--- src/tcc_map.vh ---
// Register map, field positions and constants of the capture/compare channel block
`ifndef TCC_MAP_VH
`define TCC_MAP_VH

// =========================================================
// Register indices; the APB byte address is four times the index
`define TCC_CH3_CTL_OFF    12'h168
`define TCC_CH4_CTL_OFF    12'h16A
`define TCC_IRQ_STAT_OFF   12'h170
`define TCC_IRQ_MASK_OFF   12'h174

// =========================================================
// Byte addresses on APB (printed offsets are not all multiples of four)
`define TCC_CH3_CTL_ADDR   12'h5A0
`define TCC_CH4_CTL_ADDR   12'h5A8
`define TCC_IRQ_STAT_ADDR  12'h5C0
`define TCC_IRQ_MASK_ADDR  12'h5D0

// =========================================================
// Control register fields
`define TCC_EDGE_HI        15
`define TCC_EDGE_LO        14
`define TCC_SRC_HI         13
`define TCC_SRC_LO         12
`define TCC_SYNC_BIT       11
`define TCC_LATCH_BIT      10
`define TCC_RSVD_BIT       9
`define TCC_MODE_BIT       8
`define TCC_OMODE_HI       7
`define TCC_OMODE_LO       5
`define TCC_IE_BIT         4
`define TCC_LIVE_BIT       3
`define TCC_DRIVE_BIT      2
`define TCC_OVR_BIT        1
`define TCC_FLAG_BIT       0

// Bits that software may write
`define TCC_CTL_WMASK      16'hF9F7
`define TCC_CTL_RESET      16'h0000

// =========================================================
// Encodings
`define TCC_EDGE_NONE      2'h0
`define TCC_EDGE_RISE      2'h1
`define TCC_EDGE_FALL      2'h2
`define TCC_EDGE_BOTH      2'h3
`define TCC_SRC_A          2'h0
`define TCC_SRC_B          2'h1
`define TCC_SRC_GND        2'h2
`define TCC_SRC_VCC        2'h3

// Interrupt status bits: [1:0] event ch3/ch4, [3:2] overrun ch3/ch4
`define TCC_IRQ_W          4
`define TCC_IRQ_RESET      4'h0

`endif

--- src/tcc_channel_ctl.v ---
// Control and status registers of capture/compare channels 3 and 4, APB slave
//
// Notes on behaviour
// Edge field picks none, rising, falling, both
// Source field picks A, B, ground, supply
// Sync bit adds one extra register stage on the selected input
// Latched bit samples input on match
// Bit 9 always reads zero
// Mode bit: zero compare, one capture
// Three-bit field selects eight output modes
// Enable bit gates event flag to interrupt; gates ch3_irq_req/ch4_irq_req only, irq is masked by irq_mask_r instead
// Bit 3 shows live selected input
// Mode zero: drive bit sets output
// Overrun set by hardware, cleared by software
// Event flag shows pending, software writable
// Both registers reset to zero
// Capture while flag set means overrun
`timescale 1ns/1ps
`default_nettype none
`include "tcc_map.vh"
module tcc_channel_ctl (
  input  wire        clock,
  input  wire        resetn,
  // APB slave
  input  wire        psel,
  input  wire        penable,
  input  wire        pwrite,
  input  wire [11:0] paddr,
  input  wire [31:0] pwdata,
  output wire        pready,
  output reg  [31:0] prdata,
  output wire        pslverr,
  // Channel inputs, asynchronous pins
  input  wire        ch3_input_a_line,
  input  wire        ch3_input_b_line,
  input  wire        ch4_input_a_line,
  input  wire        ch4_input_b_line,
  // Timer events, same clock domain
  input  wire        ch3_match_pulse,
  input  wire        ch4_match_pulse,
  input  wire        period_pulse,
  // Results
  output reg         ch3_capture_pulse,
  output reg         ch4_capture_pulse,
  output wire        ch3_out,
  output wire        ch4_out,
  output wire        ch3_irq_req,
  output wire        ch4_irq_req,
  output wire        irq
);

  // =========================================================
  // Helper functions
  function sel_input;
    input [1:0] src;
    input       line_a;
    input       line_b;
    begin
      case (src)
        `TCC_SRC_A:   sel_input = line_a;
        `TCC_SRC_B:   sel_input = line_b;
        `TCC_SRC_GND: sel_input = 1'b0;
        default:      sel_input = 1'b1;
      endcase
    end
  endfunction

  function edge_hit;
    input [1:0] mode;
    input       now;
    input       prev;
    begin
      case (mode)
        `TCC_EDGE_RISE: edge_hit = now & ~prev;
        `TCC_EDGE_FALL: edge_hit = ~now & prev;
        `TCC_EDGE_BOTH: edge_hit = now ^ prev;
        default:        edge_hit = 1'b0;
      endcase
    end
  endfunction

  // Control word with live and reserved bits forced
  function [15:0] ctl_view;
    input [15:0] stored;
    input        live;
    begin
      ctl_view = stored;
      ctl_view[`TCC_RSVD_BIT] = 1'b0;
      ctl_view[`TCC_LIVE_BIT] = live;
    end
  endfunction

  // =========================================================
  // Input synchronisers on all pins
  reg [3:0] pin_s1_r;
  reg [3:0] pin_s2_r;

  always @(posedge clock or negedge resetn) begin
    if (!resetn) begin
      pin_s1_r <= 4'h0;
      pin_s2_r <= 4'h0;
    end else begin
      pin_s1_r <= {ch4_input_b_line, ch4_input_a_line, ch3_input_b_line, ch3_input_a_line};
      pin_s2_r <= pin_s1_r;
    end
  end

  // =========================================================
  // Registers
  reg  [15:0] ch3_ctl_r;
  reg  [15:0] ch4_ctl_r;
  reg  [3:0]  irq_stat_r;
  reg  [3:0]  irq_mask_r;
  reg  [1:0]  sync_x_r;
  reg  [1:0]  prev_in_r;
  wire        ch3_sel;
  wire        ch4_sel;
  wire [1:0]  cap_in;
  wire        ch3_cap;
  wire        ch4_cap;

  assign ch3_sel = sel_input(ch3_ctl_r[`TCC_SRC_HI:`TCC_SRC_LO],
                             pin_s2_r[0], pin_s2_r[1]);
  assign ch4_sel = sel_input(ch4_ctl_r[`TCC_SRC_HI:`TCC_SRC_LO],
                             pin_s2_r[2], pin_s2_r[3]);

  // Extra register stage when synchronous capture is selected; the pin
  // synchroniser is always present because pins can never be read raw here.
  always @(posedge clock or negedge resetn) begin
    if (!resetn) begin
      sync_x_r  <= 2'h0;
      prev_in_r <= 2'h0;
    end else begin
      sync_x_r  <= {ch4_sel, ch3_sel};
      prev_in_r <= cap_in;
    end
  end

  assign cap_in[0] = ch3_ctl_r[`TCC_SYNC_BIT] ? sync_x_r[0] : ch3_sel;
  assign cap_in[1] = ch4_ctl_r[`TCC_SYNC_BIT] ? sync_x_r[1] : ch4_sel;

  assign ch3_cap = ch3_ctl_r[`TCC_MODE_BIT] &
                   edge_hit(ch3_ctl_r[`TCC_EDGE_HI:`TCC_EDGE_LO], cap_in[0], prev_in_r[0]);
  assign ch4_cap = ch4_ctl_r[`TCC_MODE_BIT] &
                   edge_hit(ch4_ctl_r[`TCC_EDGE_HI:`TCC_EDGE_LO], cap_in[1], prev_in_r[1]);

  // =========================================================
  // APB decode; zero wait states
  wire        acc;
  wire        wr;
  wire        wr_ch3;
  wire        wr_ch4;
  wire        wr_stat;
  wire        wr_mask;
  wire        addr_ok;
  wire [1:0]  ev_set;
  wire [1:0]  ovr_set;

  assign acc     = psel & penable;
  assign wr      = acc & pwrite;
  assign wr_ch3  = wr & (paddr == `TCC_CH3_CTL_ADDR);
  assign wr_ch4  = wr & (paddr == `TCC_CH4_CTL_ADDR);
  assign wr_stat = wr & (paddr == `TCC_IRQ_STAT_ADDR);
  assign wr_mask = wr & (paddr == `TCC_IRQ_MASK_ADDR);
  assign addr_ok = (paddr == `TCC_CH3_CTL_ADDR) | (paddr == `TCC_CH4_CTL_ADDR) |
                   (paddr == `TCC_IRQ_STAT_ADDR) | (paddr == `TCC_IRQ_MASK_ADDR);
  assign pready  = 1'b1;
  assign pslverr = acc & ~addr_ok;

  // Capture mode: edge sets flag; compare mode: match sets flag
  assign ev_set[0] = ch3_ctl_r[`TCC_MODE_BIT] ? ch3_cap : ch3_match_pulse;
  assign ev_set[1] = ch4_ctl_r[`TCC_MODE_BIT] ? ch4_cap : ch4_match_pulse;
  assign ovr_set[0] = ch3_cap & ch3_ctl_r[`TCC_FLAG_BIT];
  assign ovr_set[1] = ch4_cap & ch4_ctl_r[`TCC_FLAG_BIT];

  // =========================================================
  // Control register update; hardware set wins over software clear
  reg [15:0] ch3_nxt;
  reg [15:0] ch4_nxt;

  always @* begin
    ch3_nxt = ch3_ctl_r;
    ch4_nxt = ch4_ctl_r;
    if (wr_ch3) begin
      ch3_nxt = (ch3_ctl_r & ~`TCC_CTL_WMASK) | (pwdata[15:0] & `TCC_CTL_WMASK);
    end
    if (wr_ch4) begin
      ch4_nxt = (ch4_ctl_r & ~`TCC_CTL_WMASK) | (pwdata[15:0] & `TCC_CTL_WMASK);
    end
    if (ch3_match_pulse) begin
      ch3_nxt[`TCC_LATCH_BIT] = cap_in[0];
    end
    if (ch4_match_pulse) begin
      ch4_nxt[`TCC_LATCH_BIT] = cap_in[1];
    end
    if (ev_set[0]) ch3_nxt[`TCC_FLAG_BIT] = 1'b1;
    if (ev_set[1]) ch4_nxt[`TCC_FLAG_BIT] = 1'b1;
    if (ovr_set[0]) ch3_nxt[`TCC_OVR_BIT] = 1'b1;
    if (ovr_set[1]) ch4_nxt[`TCC_OVR_BIT] = 1'b1;
    ch3_nxt[`TCC_RSVD_BIT] = 1'b0;
    ch4_nxt[`TCC_RSVD_BIT] = 1'b0;
    ch3_nxt[`TCC_LIVE_BIT] = 1'b0;
    ch4_nxt[`TCC_LIVE_BIT] = 1'b0;
  end

  always @(posedge clock or negedge resetn) begin
    if (!resetn) begin
      ch3_ctl_r <= `TCC_CTL_RESET;
      ch4_ctl_r <= `TCC_CTL_RESET;
    end else begin
      ch3_ctl_r <= ch3_nxt;
      ch4_ctl_r <= ch4_nxt;
    end
  end

  // =========================================================
  // Interrupt status, write one to clear; set beats clear
  wire [3:0] stat_set;
  assign stat_set = {ovr_set, ev_set};

  always @(posedge clock or negedge resetn) begin
    if (!resetn) begin
      irq_stat_r <= `TCC_IRQ_RESET;
      irq_mask_r <= `TCC_IRQ_RESET;
    end else begin
      irq_stat_r <= (irq_stat_r & ~(wr_stat ? pwdata[3:0] : 4'h0)) | stat_set;
      if (wr_mask) begin
        irq_mask_r <= pwdata[3:0];
      end
    end
  end

  assign ch3_irq_req = ch3_ctl_r[`TCC_IE_BIT] & ch3_ctl_r[`TCC_FLAG_BIT];
  assign ch4_irq_req = ch4_ctl_r[`TCC_IE_BIT] & ch4_ctl_r[`TCC_FLAG_BIT];
  assign irq = |(irq_stat_r & irq_mask_r);

  // =========================================================
  // Capture pulse out, for the counter snapshot
  always @(posedge clock or negedge resetn) begin
    if (!resetn) begin
      ch3_capture_pulse <= 1'b0;
      ch4_capture_pulse <= 1'b0;
    end else begin
      ch3_capture_pulse <= ch3_cap;
      ch4_capture_pulse <= ch4_cap;
    end
  end

  // =========================================================
  // Read data, registered on setup phase
  always @(posedge clock or negedge resetn) begin
    if (!resetn) begin
      prdata <= 32'h00000000;
    end else if (psel & ~penable & ~pwrite) begin
      case (paddr)
        `TCC_CH3_CTL_ADDR:  prdata <= {16'h0000, ctl_view(ch3_ctl_r, cap_in[0])};
        `TCC_CH4_CTL_ADDR:  prdata <= {16'h0000, ctl_view(ch4_ctl_r, cap_in[1])};
        `TCC_IRQ_STAT_ADDR: prdata <= {28'h0000000, irq_stat_r};
        `TCC_IRQ_MASK_ADDR: prdata <= {28'h0000000, irq_mask_r};
        default:            prdata <= 32'h00000000;
      endcase
    end
  end

  // =========================================================
  // Output units
  tcc_out_unit u_out3 (
    .clock        (clock),
    .resetn       (resetn),
    .out_mode     (ch3_ctl_r[`TCC_OMODE_HI:`TCC_OMODE_LO]),
    .drive_bit    (ch3_ctl_r[`TCC_DRIVE_BIT]),
    .match_pulse  (ch3_match_pulse),
    .period_pulse (period_pulse),
    .out_level    (ch3_out)
  );

  tcc_out_unit u_out4 (
    .clock        (clock),
    .resetn       (resetn),
    .out_mode     (ch4_ctl_r[`TCC_OMODE_HI:`TCC_OMODE_LO]),
    .drive_bit    (ch4_ctl_r[`TCC_DRIVE_BIT]),
    .match_pulse  (ch4_match_pulse),
    .period_pulse (period_pulse),
    .out_level    (ch4_out)
  );

endmodule // tcc_channel_ctl
`default_nettype wire

--- src/tcc_out_unit.v ---
// Output mode unit of one capture/compare channel
`timescale 1ns/1ps
`default_nettype none
module tcc_out_unit (
  input  wire       clock,
  input  wire       resetn,
  input  wire [2:0] out_mode,
  input  wire       drive_bit,
  input  wire       match_pulse,
  input  wire       period_pulse,
  output reg        out_level
);
  // =========================================================
  // Output modes: match pulse = own compare, period pulse = compare 0 / rollover
  localparam [2:0] OM_DRIVE = 3'h0;
  localparam [2:0] OM_SET   = 3'h1;
  localparam [2:0] OM_TGRST = 3'h2;
  localparam [2:0] OM_SETRS = 3'h3;
  localparam [2:0] OM_TOG   = 3'h4;
  localparam [2:0] OM_RST   = 3'h5;
  localparam [2:0] OM_TGSET = 3'h6;
  localparam [2:0] OM_RSSET = 3'h7;

  reg out_nxt;

  always @* begin
    out_nxt = out_level;
    case (out_mode)
      OM_DRIVE: out_nxt = drive_bit;
      OM_SET:   if (match_pulse) out_nxt = 1'b1;
      OM_TGRST: if (match_pulse) out_nxt = ~out_level; else if (period_pulse) out_nxt = 1'b0;
      OM_SETRS: if (match_pulse) out_nxt = 1'b1; else if (period_pulse) out_nxt = 1'b0;
      OM_TOG:   if (match_pulse) out_nxt = ~out_level;
      OM_RST:   if (match_pulse) out_nxt = 1'b0;
      OM_TGSET: if (match_pulse) out_nxt = ~out_level; else if (period_pulse) out_nxt = 1'b1;
      OM_RSSET: if (match_pulse) out_nxt = 1'b0; else if (period_pulse) out_nxt = 1'b1;
      default:  out_nxt = out_level;
    endcase
  end

  always @(posedge clock or negedge resetn) begin
    if (!resetn) begin
      out_level <= 1'b0;
    end else begin
      out_level <= out_nxt;
    end
  end
endmodule // tcc_out_unit
`default_nettype wire

--- config.mk ---
export PLATFORM = sky130hd
export DESIGN_NAME = tcc_channel_ctl
export DESIGN_NICKNAME = d
export VERILOG_FILES = /design/src/tcc_channel_ctl.v /design/src/tcc_out_unit.v
export VERILOG_INCLUDE_DIRS = /design/src
export SDC_FILE = /design/constraint.sdc
export NUM_CORES = 1
export LEC_CHECK = 0
export BUFFER_PORTS_ARGS = -buffer_cell sky130_fd_sc_hd__buf_2
export CAP_MARGIN = 20
export CORE_ASPECT_RATIO = 0.6
export CORE_UTILIZATION = 46
export DETAILED_ROUTE_END_ITERATION = 16
export PLACE_DENSITY_LB_ADDON = 0.25
export SETUP_SLACK_MARGIN = 0.05
export SLEW_MARGIN = 15
export SYNTH_ARGS = -nofsm -noshare
export SYNTH_HDL_FRONTEND = slang
export SYNTH_HIERARCHICAL = 1
export SYNTH_SLANG_ARGS = --single-unit
--- constraint.sdc ---
create_clock -name clock -period 2.3 [get_ports clock]
set_input_delay 0.115 -clock clock [delete_from_list [all_inputs] [get_ports clock]]
set_output_delay 0.115 -clock clock [all_outputs]
set_load 0.01 [all_outputs]
== Word-level counts from Yosys, hierarchy flattened ==
Cells that the tools add are included.

* Logic and storage cells: 143
* Output and inout bits: 41
* Flip-flop bits (word level): 84

* Bitwise operators: 39
* Reduce and logical (&&, ||, !) cells: 13
* Multiplexer cells: 38
* Eq/ne operators: 34

{| class="wikitable"
|+ Operators by type and width
! operator !! count
|-
| one-hot mux 16 bit (4 select lines) || 1
|-
| equality test 12 x 11 -> 1 bit (second input constant) || 4
|-
| OR 11 x 16 -> 16 bit || 2
|-
| 2-to-1 mux 1 bit || 28
|-
| equality test 3 bit (second input constant) || 8
|-
| 2-to-1 mux 11 bit || 2
|-
| bitwise AND 1 bit || 19
|-
| one-hot mux 1 bit (8 select lines) || 2
|-
| equality test 2 bit (second input constant) || 6
|-
| equality test 3 x 2 -> 1 bit (second input constant) || 4
|-
| inequality test 2 bit (second input constant) || 6
|-
| one-hot mux 1 bit (3 select lines) || 4
|-
| nonzero test 2 bit || 6
|-
| inverter 1 bit || 9
|-
| bitwise AND 4 bit || 2
|-
| equality test 2 x 1 -> 1 bit (second input constant) || 4
|-
| equality test 3 x 1 -> 1 bit (second input constant) || 2
|-
| logical NOT 3 bit || 2
|-
| AND reduction 3 bit || 2
|-
| logical NOT 2 bit || 2
|-
| 2-to-1 mux 4 bit || 1
|-
| inverter 4 bit || 1
|-
| OR 4 bit || 1
|-
| OR reduction 4 bit || 1
|-
| 2 further kinds || 5
|}

== Logic depth before layout (Yosys ltp) ==
Gate-level depths: netlist (run 1).

* Depth after elaboration: 9
* Depth in mapped cells: 8

== Modules after synthesis ==
Netlist (run 1), hierarchy kept.

{| class="wikitable"
|+ Modules (own cells, without submodules)
! module !! times used !! cells an instance !! area an instance (µm²) !! seq. area each (µm²)
|-
| tcc_channel_ctl || 1 || 269 || 3,072.9 || 1,626.6
|-
| tcc_out_unit || 2 || 11 || 87.6 || 25.0
|}

== Worst setup path after synthesis (run 1) ==
No wires, ideal clock.

* Path kind: reg2reg
* From: register ch4_ctl_r[11]
* To: register irq_stat_r[3]
* Library setup time: 0.065 ns
* Setup slack: 0.161 ns
* Buffers on the path: 0
* Period minus slack after synthesis: 2.139 ns
* Stages on the path, launching flop included: 9
* Data arrival time: 2.074 ns
* Required time: 2.235 ns
* Cell sequence: dfrtp_1 or4b_2 o311a_1 inv_1 ha_1 nor2b_1 o21ai_0 a21oi_1 a22o_1

* Longest elaborated chain between the ends: 7
* Elaborated cells between the ends (all ways): 9
* Classes of those cells: 2 x mux; 7 x bitwise

{| class="wikitable"
|+ Ends and longest elaborated chain
! what !! RTL line !! RTL
|-
| start: declaration || tcc_channel_ctl.v:111 || <nowiki>reg [15:0] ch4_ctl_r;</nowiki>
|-
| start signal: assignment || tcc_channel_ctl.v:209 || <nowiki>ch4_ctl_r <= `TCC_CTL_RESET;</nowiki>
|-
| start signal: assignment || tcc_channel_ctl.v:212 || <nowiki>ch4_ctl_r <= ch4_nxt;</nowiki>
|-
| 2-to-1 mux 1 bit (*) || tcc_channel_ctl.v:140 || <nowiki>assign cap_in[1] = ch4_ctl_r[`TCC_SYNC_BIT] ? sync_x_r[1] : ch4_sel;</nowiki>
|-
| net cap_in[1] || tcc_channel_ctl.v:118 || <nowiki>wire [1:0] cap_in;</nowiki>
|-
| inverter 1 bit || tcc_channel_ctl.v:75 || <nowiki>`TCC_EDGE_FALL: edge_hit = ~now & prev;</nowiki>
|-
| bitwise AND 1 bit || tcc_channel_ctl.v:75 ||
|-
| one-hot mux 1 bit (3 select lines) (*) || tcc_channel_ctl.v:73 || <nowiki>case (mode)</nowiki>
|-
| bitwise AND 1 bit (*) || tcc_channel_ctl.v:144 || <nowiki>assign ch4_cap = ch4_ctl_r[`TCC_MODE_BIT] &</nowiki>
|-
| net ch4_cap || tcc_channel_ctl.v:120 || <nowiki>wire ch4_cap;</nowiki>
|-
| bitwise AND 1 bit (*) || tcc_channel_ctl.v:174 || <nowiki>assign ovr_set[1] = ch4_cap & ch4_ctl_r[`TCC_FLAG_BIT];</nowiki>
|-
| OR 4 bit (*) || tcc_channel_ctl.v:226 || <nowiki>irq_stat_r <= (irq_stat_r & ~(wr_stat ? pwdata[3:0] : 4'h0)) | stat_set;</nowiki>
|-
| end signal: assignment || tcc_channel_ctl.v:223 || <nowiki>irq_stat_r <= `TCC_IRQ_RESET;</nowiki>
|-
| end signal: assignment || tcc_channel_ctl.v:226 ||
|-
| end: declaration || tcc_channel_ctl.v:112 || <nowiki>reg [3:0] irq_stat_r;</nowiki>
|}

Mark *: on every way through the listed nets, which the timed path passes. The rest lies on a longest branch.
A chain may end at the register's enable or synchronous reset.

== Final worst setup path (run 1) ==
* From: register ch4_ctl_r[11]
* To: register irq_stat_r[1]

* Longest elaborated chain between the ends: 7
* Elaborated cells between the ends (all ways): 9
* Classes of those cells: 3 x mux; 6 x bitwise

{| class="wikitable"
|+ Ends and longest elaborated chain
! what !! RTL line !! RTL
|-
| 2-to-1 mux 1 bit (*) || tcc_channel_ctl.v:140 ||
|-
| inverter 1 bit || tcc_channel_ctl.v:75 ||
|-
| bitwise AND 1 bit || tcc_channel_ctl.v:75 ||
|-
| one-hot mux 1 bit (3 select lines) (*) || tcc_channel_ctl.v:73 ||
|-
| bitwise AND 1 bit (*) || tcc_channel_ctl.v:144 ||
|-
| net ch4_cap || tcc_channel_ctl.v:120 ||
|-
| 2-to-1 mux 1 bit (*) || tcc_channel_ctl.v:172 || <nowiki>assign ev_set[1] = ch4_ctl_r[`TCC_MODE_BIT] ? ch4_cap : ch4_match_pulse;</nowiki>
|-
| OR 4 bit (*) || tcc_channel_ctl.v:226 ||
|}

Marks and branches as above.

==> results of run 1 <==
## registers in the layout (all words and copies together) (netlist names)
| name | cells |
|---|---|
| prdata | 15 |
| ch3_ctl_r | 14 |
| ch4_ctl_r | 14 |
| irq_mask_r | 4 |
| irq_stat_r | 4 |
| pin_s1_r | 4 |
| pin_s2_r | 4 |
| prev_in_r | 2 |
| sync_x_r | 2 |
| ch3_capture_pulse | 1 |
| ch4_capture_pulse | 1 |
| u_out3/out_level | 1 |
| u_out4/out_level | 1 |
## layout make-up
cell class	count	area share, %
inverter	10	0.928
clock buffer	14	6.52
tap	87	2.69
timing repair buffer	84	12.5
sequential	67	41.4
multi-input combinational	201	35.7
clock inverter	2	0.247
## how the worst min path moves through the flow
| stage | from | end | slack, ns | depth (start not counted) |
|---|---|---|---|---|
| finish | pwdata[5] | ch3_ctl_r[5] | 0.03 | 2 |
| global route | pwdata[6] | ch3_ctl_r[6] | 0.02 | 2 |
| CTS | pwdata[5] | ch3_ctl_r[5] | 0.01 | 2 |
| detailed placement | resetn | prdata[11] | 0.15 | 1 |
| global placement | resetn | prdata[13] | 0.15 | 1 |
| floorplan | resetn | ch3_capture_pulse | -0.18 | 0 |
## metrics by stage
step	cells	instance area, um^2	utilization, %	hold WS (ns)
CTS	462	4010	59.2	0.0147
finish	465	4050	59.8	0.0288
global route	465	4050	59.8	0.0174
detailed placement	441	3670	54.3	0.151
floorplan	307	3310	-	-0.181
global placement	441	3670	54.3	0.154
## metal layers
| metal | vias to the layer above | wire [um] | share of wire, % |
|---|---|---|---|
| met1 | 1235 | 3910 | 51 |
| met3 | 9 | 636 | 8.2 |
| met2 | 108 | 3050 | 40 |
| li1 | 1199 | - | - |
| met4 | 0 | 116 | 1.5 |
| met5 | - | 0 | 0 |
## kinds of logic (layout without fill, tap and decap cells)
family / Yosys count / after routing / share of synthesized area [%]
AND/OR/NAND/NOR: 94 / 94 / 16.6
flip-flops: 67 / 67 / 51.6
AO/OA/AOI/OAI: 54 / 54 / 12.6
buffers and inverters: 39 / 110 / 6.70
multiplexers: 31 / 31 / 10.7
adder cells (fa/ha/maj): 4 / 4 / 1.54
other: 2 / 18 / 0.231
## critical path, cell delays in order (launching register included)
cell                      delay (ns)
sky130_fd_sc_hd__dfrtp_1        0.37
sky130_fd_sc_hd__or4b_4         0.54
sky130_fd_sc_hd__o311a_4        0.14
sky130_fd_sc_hd__ha_1           0.17
sky130_fd_sc_hd__nor2b_1        0.12
sky130_fd_sc_hd__o21ai_1        0.14
sky130_fd_sc_hd__a21oi_1        0.08
sky130_fd_sc_hd__buf_4          0.16
sky130_fd_sc_hd__a221o_1        0.26
## repair_timing
item                                   4_1_cts  5_1_grt
endpoints found under the hold margin       28        0
pin swaps                                    0        1
setup buffers                                0        3
setup endpoints to repair                    3        8
resized for setup                            3        5
hold buffers                                 5        0
## synth_stat cells, types with 4 or more instances
cell,instances
sky130_fd_sc_hd__o21ai_0,9
sky130_fd_sc_hd__o2bb2ai_1,4
sky130_fd_sc_hd__inv_1,8
sky130_fd_sc_hd__dfrtp_1,67
sky130_fd_sc_hd__a221oi_1,11
sky130_fd_sc_hd__mux2_2,31
sky130_fd_sc_hd__nor2b_1,4
sky130_fd_sc_hd__clkbuf_1,8
sky130_fd_sc_hd__nand4b_1,6
sky130_fd_sc_hd__nand3_1,5
sky130_fd_sc_hd__ha_1,4
sky130_fd_sc_hd__nor2_1,37
sky130_fd_sc_hd__a21oi_1,6
sky130_fd_sc_hd__buf_4,18
sky130_fd_sc_hd__o211ai_1,5
sky130_fd_sc_hd__nand2_1,13
## where the power goes
| part | switching, mW | internal [mW] | total (mW) |
|---|---|---|---|
| logic | 0.139 | 0.101 | 0.240 |
| clock network | 0.461 | 0.784 | 1.25 |
| registers | 0.0227 | 1.23 | 1.25 |
==> results.sh, run 1 <==
export IMPL_fp_coreArea_um2=6760
export IMPL_max_clock_path_buffers=2
export IMPL_synth_cell_types=45
export IMPL_final_setup_skew_ns=0.00441
export IMPL_boundaryPins=97
export IMPL_startpoint="ch4_ctl_r[11]"
export IMPL_max_cap_violations=0
export IMPL_arrival_ns=2.31
export IMPL_synthesis_area_per_instance_um2=11.2
export IMPL_fin_crit_sh_pct=91.3
export IMPL_synth_ff_type="sky130_fd_sc_hd__dfrtp_1"
export IMPL_grt_util_met1_pct=33.8
export IMPL_initial_utilization_pct=48.0
export IMPL_critical_path_endpoint_type="flip-flop"
export IMPL_grt_max_degree=44
export IMPL_r2r_slack_ns=0.20
export IMPL_origin_of_the_critical_flop_to_flop_path="ch4_ctl_r[11]"
export IMPL_synth_edff_count=0
export IMPL_worst_slew_pin_slew_ns=0.621
export IMPL_cell_accounting_for_the_most_synthesized_area="sky130_fd_sc_hd__dfrtp_1"
export IMPL_cp_max_fo=5
export IMPL_cts_inserted_buffers=9
export IMPL_synth_area_top_cells="sky130_fd_sc_hd__dfrtp_1 (52%), sky130_fd_sc_hd__mux2_2 (11%), sky130_fd_sc_hd__nor2_1 (4.3%), sky130_fd_sc_hd__buf_4 (4.2%), sky130_fd_sc_hd__a221oi_1 (3.0%)"
export IMPL_most_common_library_cell_in_the_layout_ignoring_fill_and_taps="sky130_fd_sc_hd__dfrtp_1"
export IMPL_vias_per_cell=5.49
export IMPL_detail_route_iter0_violations=166
export IMPL_multi_input_comb_area_um2=1440
export IMPL_fin_crit_ns=2.10
export IMPL_num_antenna_cells=0
export IMPL_rr_endpoint="irq_stat_r[1]"
export IMPL_finalMaxSlewViolations=0
export IMPL_die_area_um2=7410
export IMPL_postSynth_asyncResetShare_pct=100
export IMPL_layout_cells_most_common_list="sky130_fd_sc_hd__dfrtp_1 (67), sky130_fd_sc_hd__buf_2 (60), sky130_fd_sc_hd__nor2_1 (37), sky130_fd_sc_hd__mux2_2 (31)"
export IMPL_hold_path_class="input pin to flip-flop"
export IMPL_worst_skew_pair_late_latency_ns=0.33
export IMPL_drive_gt1_share_pct=36.5
export IMPL_cellPowerDensity_nw_per_um2=676
export IMPL_dieHeight_um=67.1
export IMPL_groute_layer_met3_usage_pct=8.74
export IMPL_num_fill_cells=555
export IMPL_cts_tree="yes"
export IMPL_htree_levels=3
export IMPL_clock_tree_root_cell="sky130_fd_sc_hd__clkbuf_16"
export IMPL_crit_path_end="irq_stat_r[1]"
export IMPL_fp_row_count=23
export IMPL_fmax_mhz=476
export IMPL_grt_first_pass_wirelength_um=12400
export IMPL_detailed_place_hpwl_um=5700
export IMPL_first_global_vias=2312
export IMPL_rr_worst_depth=8
export IMPL_top_usage_layer="met1"
export IMPL_dp_slack_ns=0.0203
export IMPL_grt_setup_unrepaired="no"
export IMPL_netlist_instances=291
export IMPL_mappedNetlistArea_um2=3250
export IMPL_final_setup_tns_ns=0
export IMPL_finalNetCount=433
export IMPL_hold_viol_final=0
export IMPL_globalRouteTotalUtil_pct=22.9
export IMPL_port_buffers=60
export IMPL_synth_seq_cells=67
export IMPL_synth_largest_type_area_fraction_pct=51.6
export IMPL_clock_sinks=67
export IMPL_use_met2_pct=29.7
export IMPL_globalRouteOverflowTotal=0
export IMPL_wl_per_cell_um=16.6
export IMPL_worstSetupPathType="flip-flop to flip-flop"
export IMPL_run_status="finished clean"
export IMPL_grt_antenna_before_repair=0
export IMPL_clk_pin_slew_worst_paths_ns=0.05
export IMPL_detailroute_via_count=2551
export IMPL_irDropWorstVdd_mv=0.520
export IMPL_timing_max_slew_rel_slack_pct=58.6
export IMPL_leak_nw=1.94
export IMPL_yosysWarnings=6
export IMPL_sequential_cell_area_um2=1680
export IMPL_postLayoutSetupSlackWorst_ns=0.200
export IMPL_totalWireLength_um=7710
export IMPL_cp_data_required_time_ns=2.51
export IMPL_gp_routability_congestion=0.833
export IMPL_drt_drc_violations_left=0
export IMPL_setup_viol=0
export IMPL_synth_seq_area_share_pct=51.6
export IMPL_post_layout_total_power_mw=2.74
export IMPL_worst_setup_path_start_kind="flip-flop"
export IMPL_area_growth_pct=24.6
export IMPL_drt_first_pass_iters=4
export IMPL_ant_nets=0
export IMPL_die_width_um=110
No activity file was read; power rests on OpenSTA's default activity.
==> inputs of run 2 (changes only) <==
- BUFFER_PORTS_ARGS: -buffer_cell sky130_fd_sc_hd__buf_2 -> -buffer_cell sky130_fd_sc_hd__buf_4
==> run 2 against run 1 <==
Setup slack got worse by 0.0068 ns; total power rose by 8.8%; non-clock buffer count decreased by 1; combinational power increased by 13%; clock skew is 0.0016 ns higher; hold slack lost 0.0073 ns; sequential power about the same; critical path type unchanged; highest routed layer unchanged.
==> results.sh, run 2 (same netlist as run 1, synthesis figures left out) <==
export IMPL_leak_nw=1.98
export IMPL_globalRouteOverflowTotal=0
export IMPL_fmax_mhz=475
export IMPL_fin_crit_ns=2.11
export IMPL_fp_row_count=23
export IMPL_clock_tree_root_cell="sky130_fd_sc_hd__clkbuf_16"
export IMPL_combinationalPowerShare_pct=9.1
export IMPL_first_global_vias=2383
export IMPL_initial_utilization_pct=48.0
export IMPL_vias_per_cell=5.46
export IMPL_internal_power_mw=2.30
export IMPL_max_clock_path_buffers=2
export IMPL_num_antenna_cells=0
export IMPL_clock_sinks=67
export IMPL_detailed_place_hpwl_um=5640
export IMPL_area_growth_pct=30.0
export IMPL_cp_slowest_stage_delay_ns=0.54
export IMPL_fin_crit_sh_pct=91.6
export IMPL_finalNetCount=432
export IMPL_drt_first_pass_iters=4
export IMPL_worst_slew_pin_slew_ns=0.841
export IMPL_dieHeight_um=67.1
export IMPL_finalMaxSlewViolations=0
export IMPL_grt_antenna_before_repair=0
export IMPL_largest_registers="prdata: 15 flops, ch3_ctl_r: 14 flops, ch4_ctl_r: 14 flops"
export IMPL_setup_viol=0
export IMPL_clk_pin_slew_worst_paths_ns=0.06
export IMPL_timing_critical_path_cells="or4b_4 -> o311a_4 -> ha_2 -> nor2b_1 -> o21ai_1 -> a21oi_1 -> buf_4 -> a221o_1"
export IMPL_globalRouteTotalUtil_pct=22.9
export IMPL_drive_gt1_share_pct=37.4
export IMPL_cts_tree="yes"
export IMPL_worstSetupPathType="flip-flop to flip-flop"
export IMPL_met3WireLength_um=840
export IMPL_sequential_cell_area_um2=1680
export IMPL_port_buffers=60
export IMPL_cellPowerDensity_nw_per_um2=705
export IMPL_postLayoutCellArea_um2=4220
export IMPL_num_fill_cells=562
export IMPL_max_cap_violations=0
export IMPL_die_width_um=110
export IMPL_power_frac_clock_pct=48.8
export IMPL_route_layer_met1_wl_um=3820
export IMPL_r2r_slack_ns=0.19
export IMPL_timing_max_slew_rel_slack_pct=43.9
export IMPL_power_switching_fraction_pct=22.7
export IMPL_register_with_the_most_flip_flops="prdata"
export IMPL_detail_route_iter0_violations=207
export IMPL_cts_inserted_buffers=9
export IMPL_power_share_sequential_pct=42.1
export IMPL_placed_area_um2=3800
export IMPL_critical_path_buf_inv_count=1
export IMPL_detailroute_via_count=2535
export IMPL_hold_path_class="input pin to flip-flop"
export IMPL_irDropWorstVdd_mv=0.469
export IMPL_largest_reg_flops=15
export IMPL_critical_path_endpoint_type="flip-flop"
export IMPL_cp_max_fo=5
export IMPL_dr_wl_met2_um=3200
export IMPL_final_setup_tns_ns=0
export IMPL_gp_routability_congestion=0.877
export IMPL_multi_input_comb_area_um2=1450
export IMPL_hold_worst_slack_ns=0.0215
export IMPL_hold_viol_final=0
export IMPL_worst_path_dominant_cell_family="simple AND/OR/NAND/NOR gates"
export IMPL_boundaryPins=97
export IMPL_htree_levels=3
export IMPL_die_area_um2=7410
export IMPL_fp_coreArea_um2=6760
export IMPL_cpMaxStageDelayCell="sky130_fd_sc_hd__or4b_4"
export IMPL_cp_data_required_time_ns=2.52
export IMPL_most_common_library_cell_in_the_layout_ignoring_fill_and_taps="sky130_fd_sc_hd__buf_4"
export IMPL_totalWireLength_um=7950
export IMPL_worst_setup_path_start_kind="flip-flop"
export IMPL_ant_nets=0
export IMPL_post_layout_total_power_mw=2.98
export IMPL_layout_cells_most_common_list="sky130_fd_sc_hd__buf_4 (78), sky130_fd_sc_hd__dfrtp_1 (67), sky130_fd_sc_hd__nor2_1 (37), sky130_fd_sc_hd__mux2_2 (31), sky130_fd_sc_hd__conb_1 (18)"
export IMPL_topRoutingLayerUsed="met4"
export IMPL_drt_drc_violations_left=0
export IMPL_grt_max_degree=68
export IMPL_switching_pwr_uw=676
export IMPL_worst_skew_pair_late_latency_ns=0.34
export IMPL_grt_first_pass_wirelength_um=12600
export IMPL_wl_per_cell_um=17.1
export IMPL_grt_setup_unrepaired="no"
export IMPL_post_route_util_pct=62.4
export IMPL_arrival_ns=2.33
export IMPL_final_setup_skew_ns=0.00602
export IMPL_run_status="finished clean"
[run 2: timing repair]
item,CTS,global route
endpoints found under the setup margin,4,8
resized for setup,3,6
endpoints found under the hold margin,71,0
hold buffers,5,0
setup buffers,1,2
pin swaps,0,3
[run 2: path summary, 6_finish.rpt]
check,endpoint,startpoint,depth (start not counted)
setup / recovery,irq_stat_r[1],ch4_ctl_r[11],8
hold / removal,ch3_ctl_r[6],pwdata[6],2
setup reg to reg,irq_stat_r[1],ch4_ctl_r[11],8
hold reg to reg,pin_s2_r[0],pin_s1_r[0],0
max in group asynchronous,irq_mask_r[2],resetn,2
min in group asynchronous,pin_s1_r[1],resetn,2
[run 2: power by group through the flow]
| stage | sequential (mW) | clock [mW] | combinational [mW] |
|---|---|---|---|
| finish | 1.25 | 1.45 | 0.272 |
| CTS | 1.25 | 1.48 | 0.271 |
| detailed placement | 1.27 | 0 | 0.260 |
| floorplan | 1.28 | 0 | 0.115 |
| global placement | 1.27 | 0 | 0.255 |
| global route | 1.26 | 1.53 | 0.299 |
[run 2: area by class of cell]
type	instances	area share (%)
clock inverter	7	2.19
inverter	10	0.889
clock buffer	9	5.33
timing repair buffer	83	15.1
sequential	67	39.7
tap	87	2.58
multi-input combinational	201	34.3
[run 2: per-layer routing]
| layer | vias up | track usage [%] |
|---|---|---|
| li1 | 1194 | - |
| met1 | 1206 | 33.4 |
| met2 | 125 | 30.5 |
| met3 | 10 | 7.64 |
| met4 | 0 | 9.33 |
| met5 | - | 0 |
[run 2: per-stage QoR]
stage               setup slack (ns)  cells
floorplan                      0.161    307
global placement              0.0496    440
finish                         0.193    464
CTS                           0.0500    462
detailed placement            0.0181    440
global route                   0.106    464
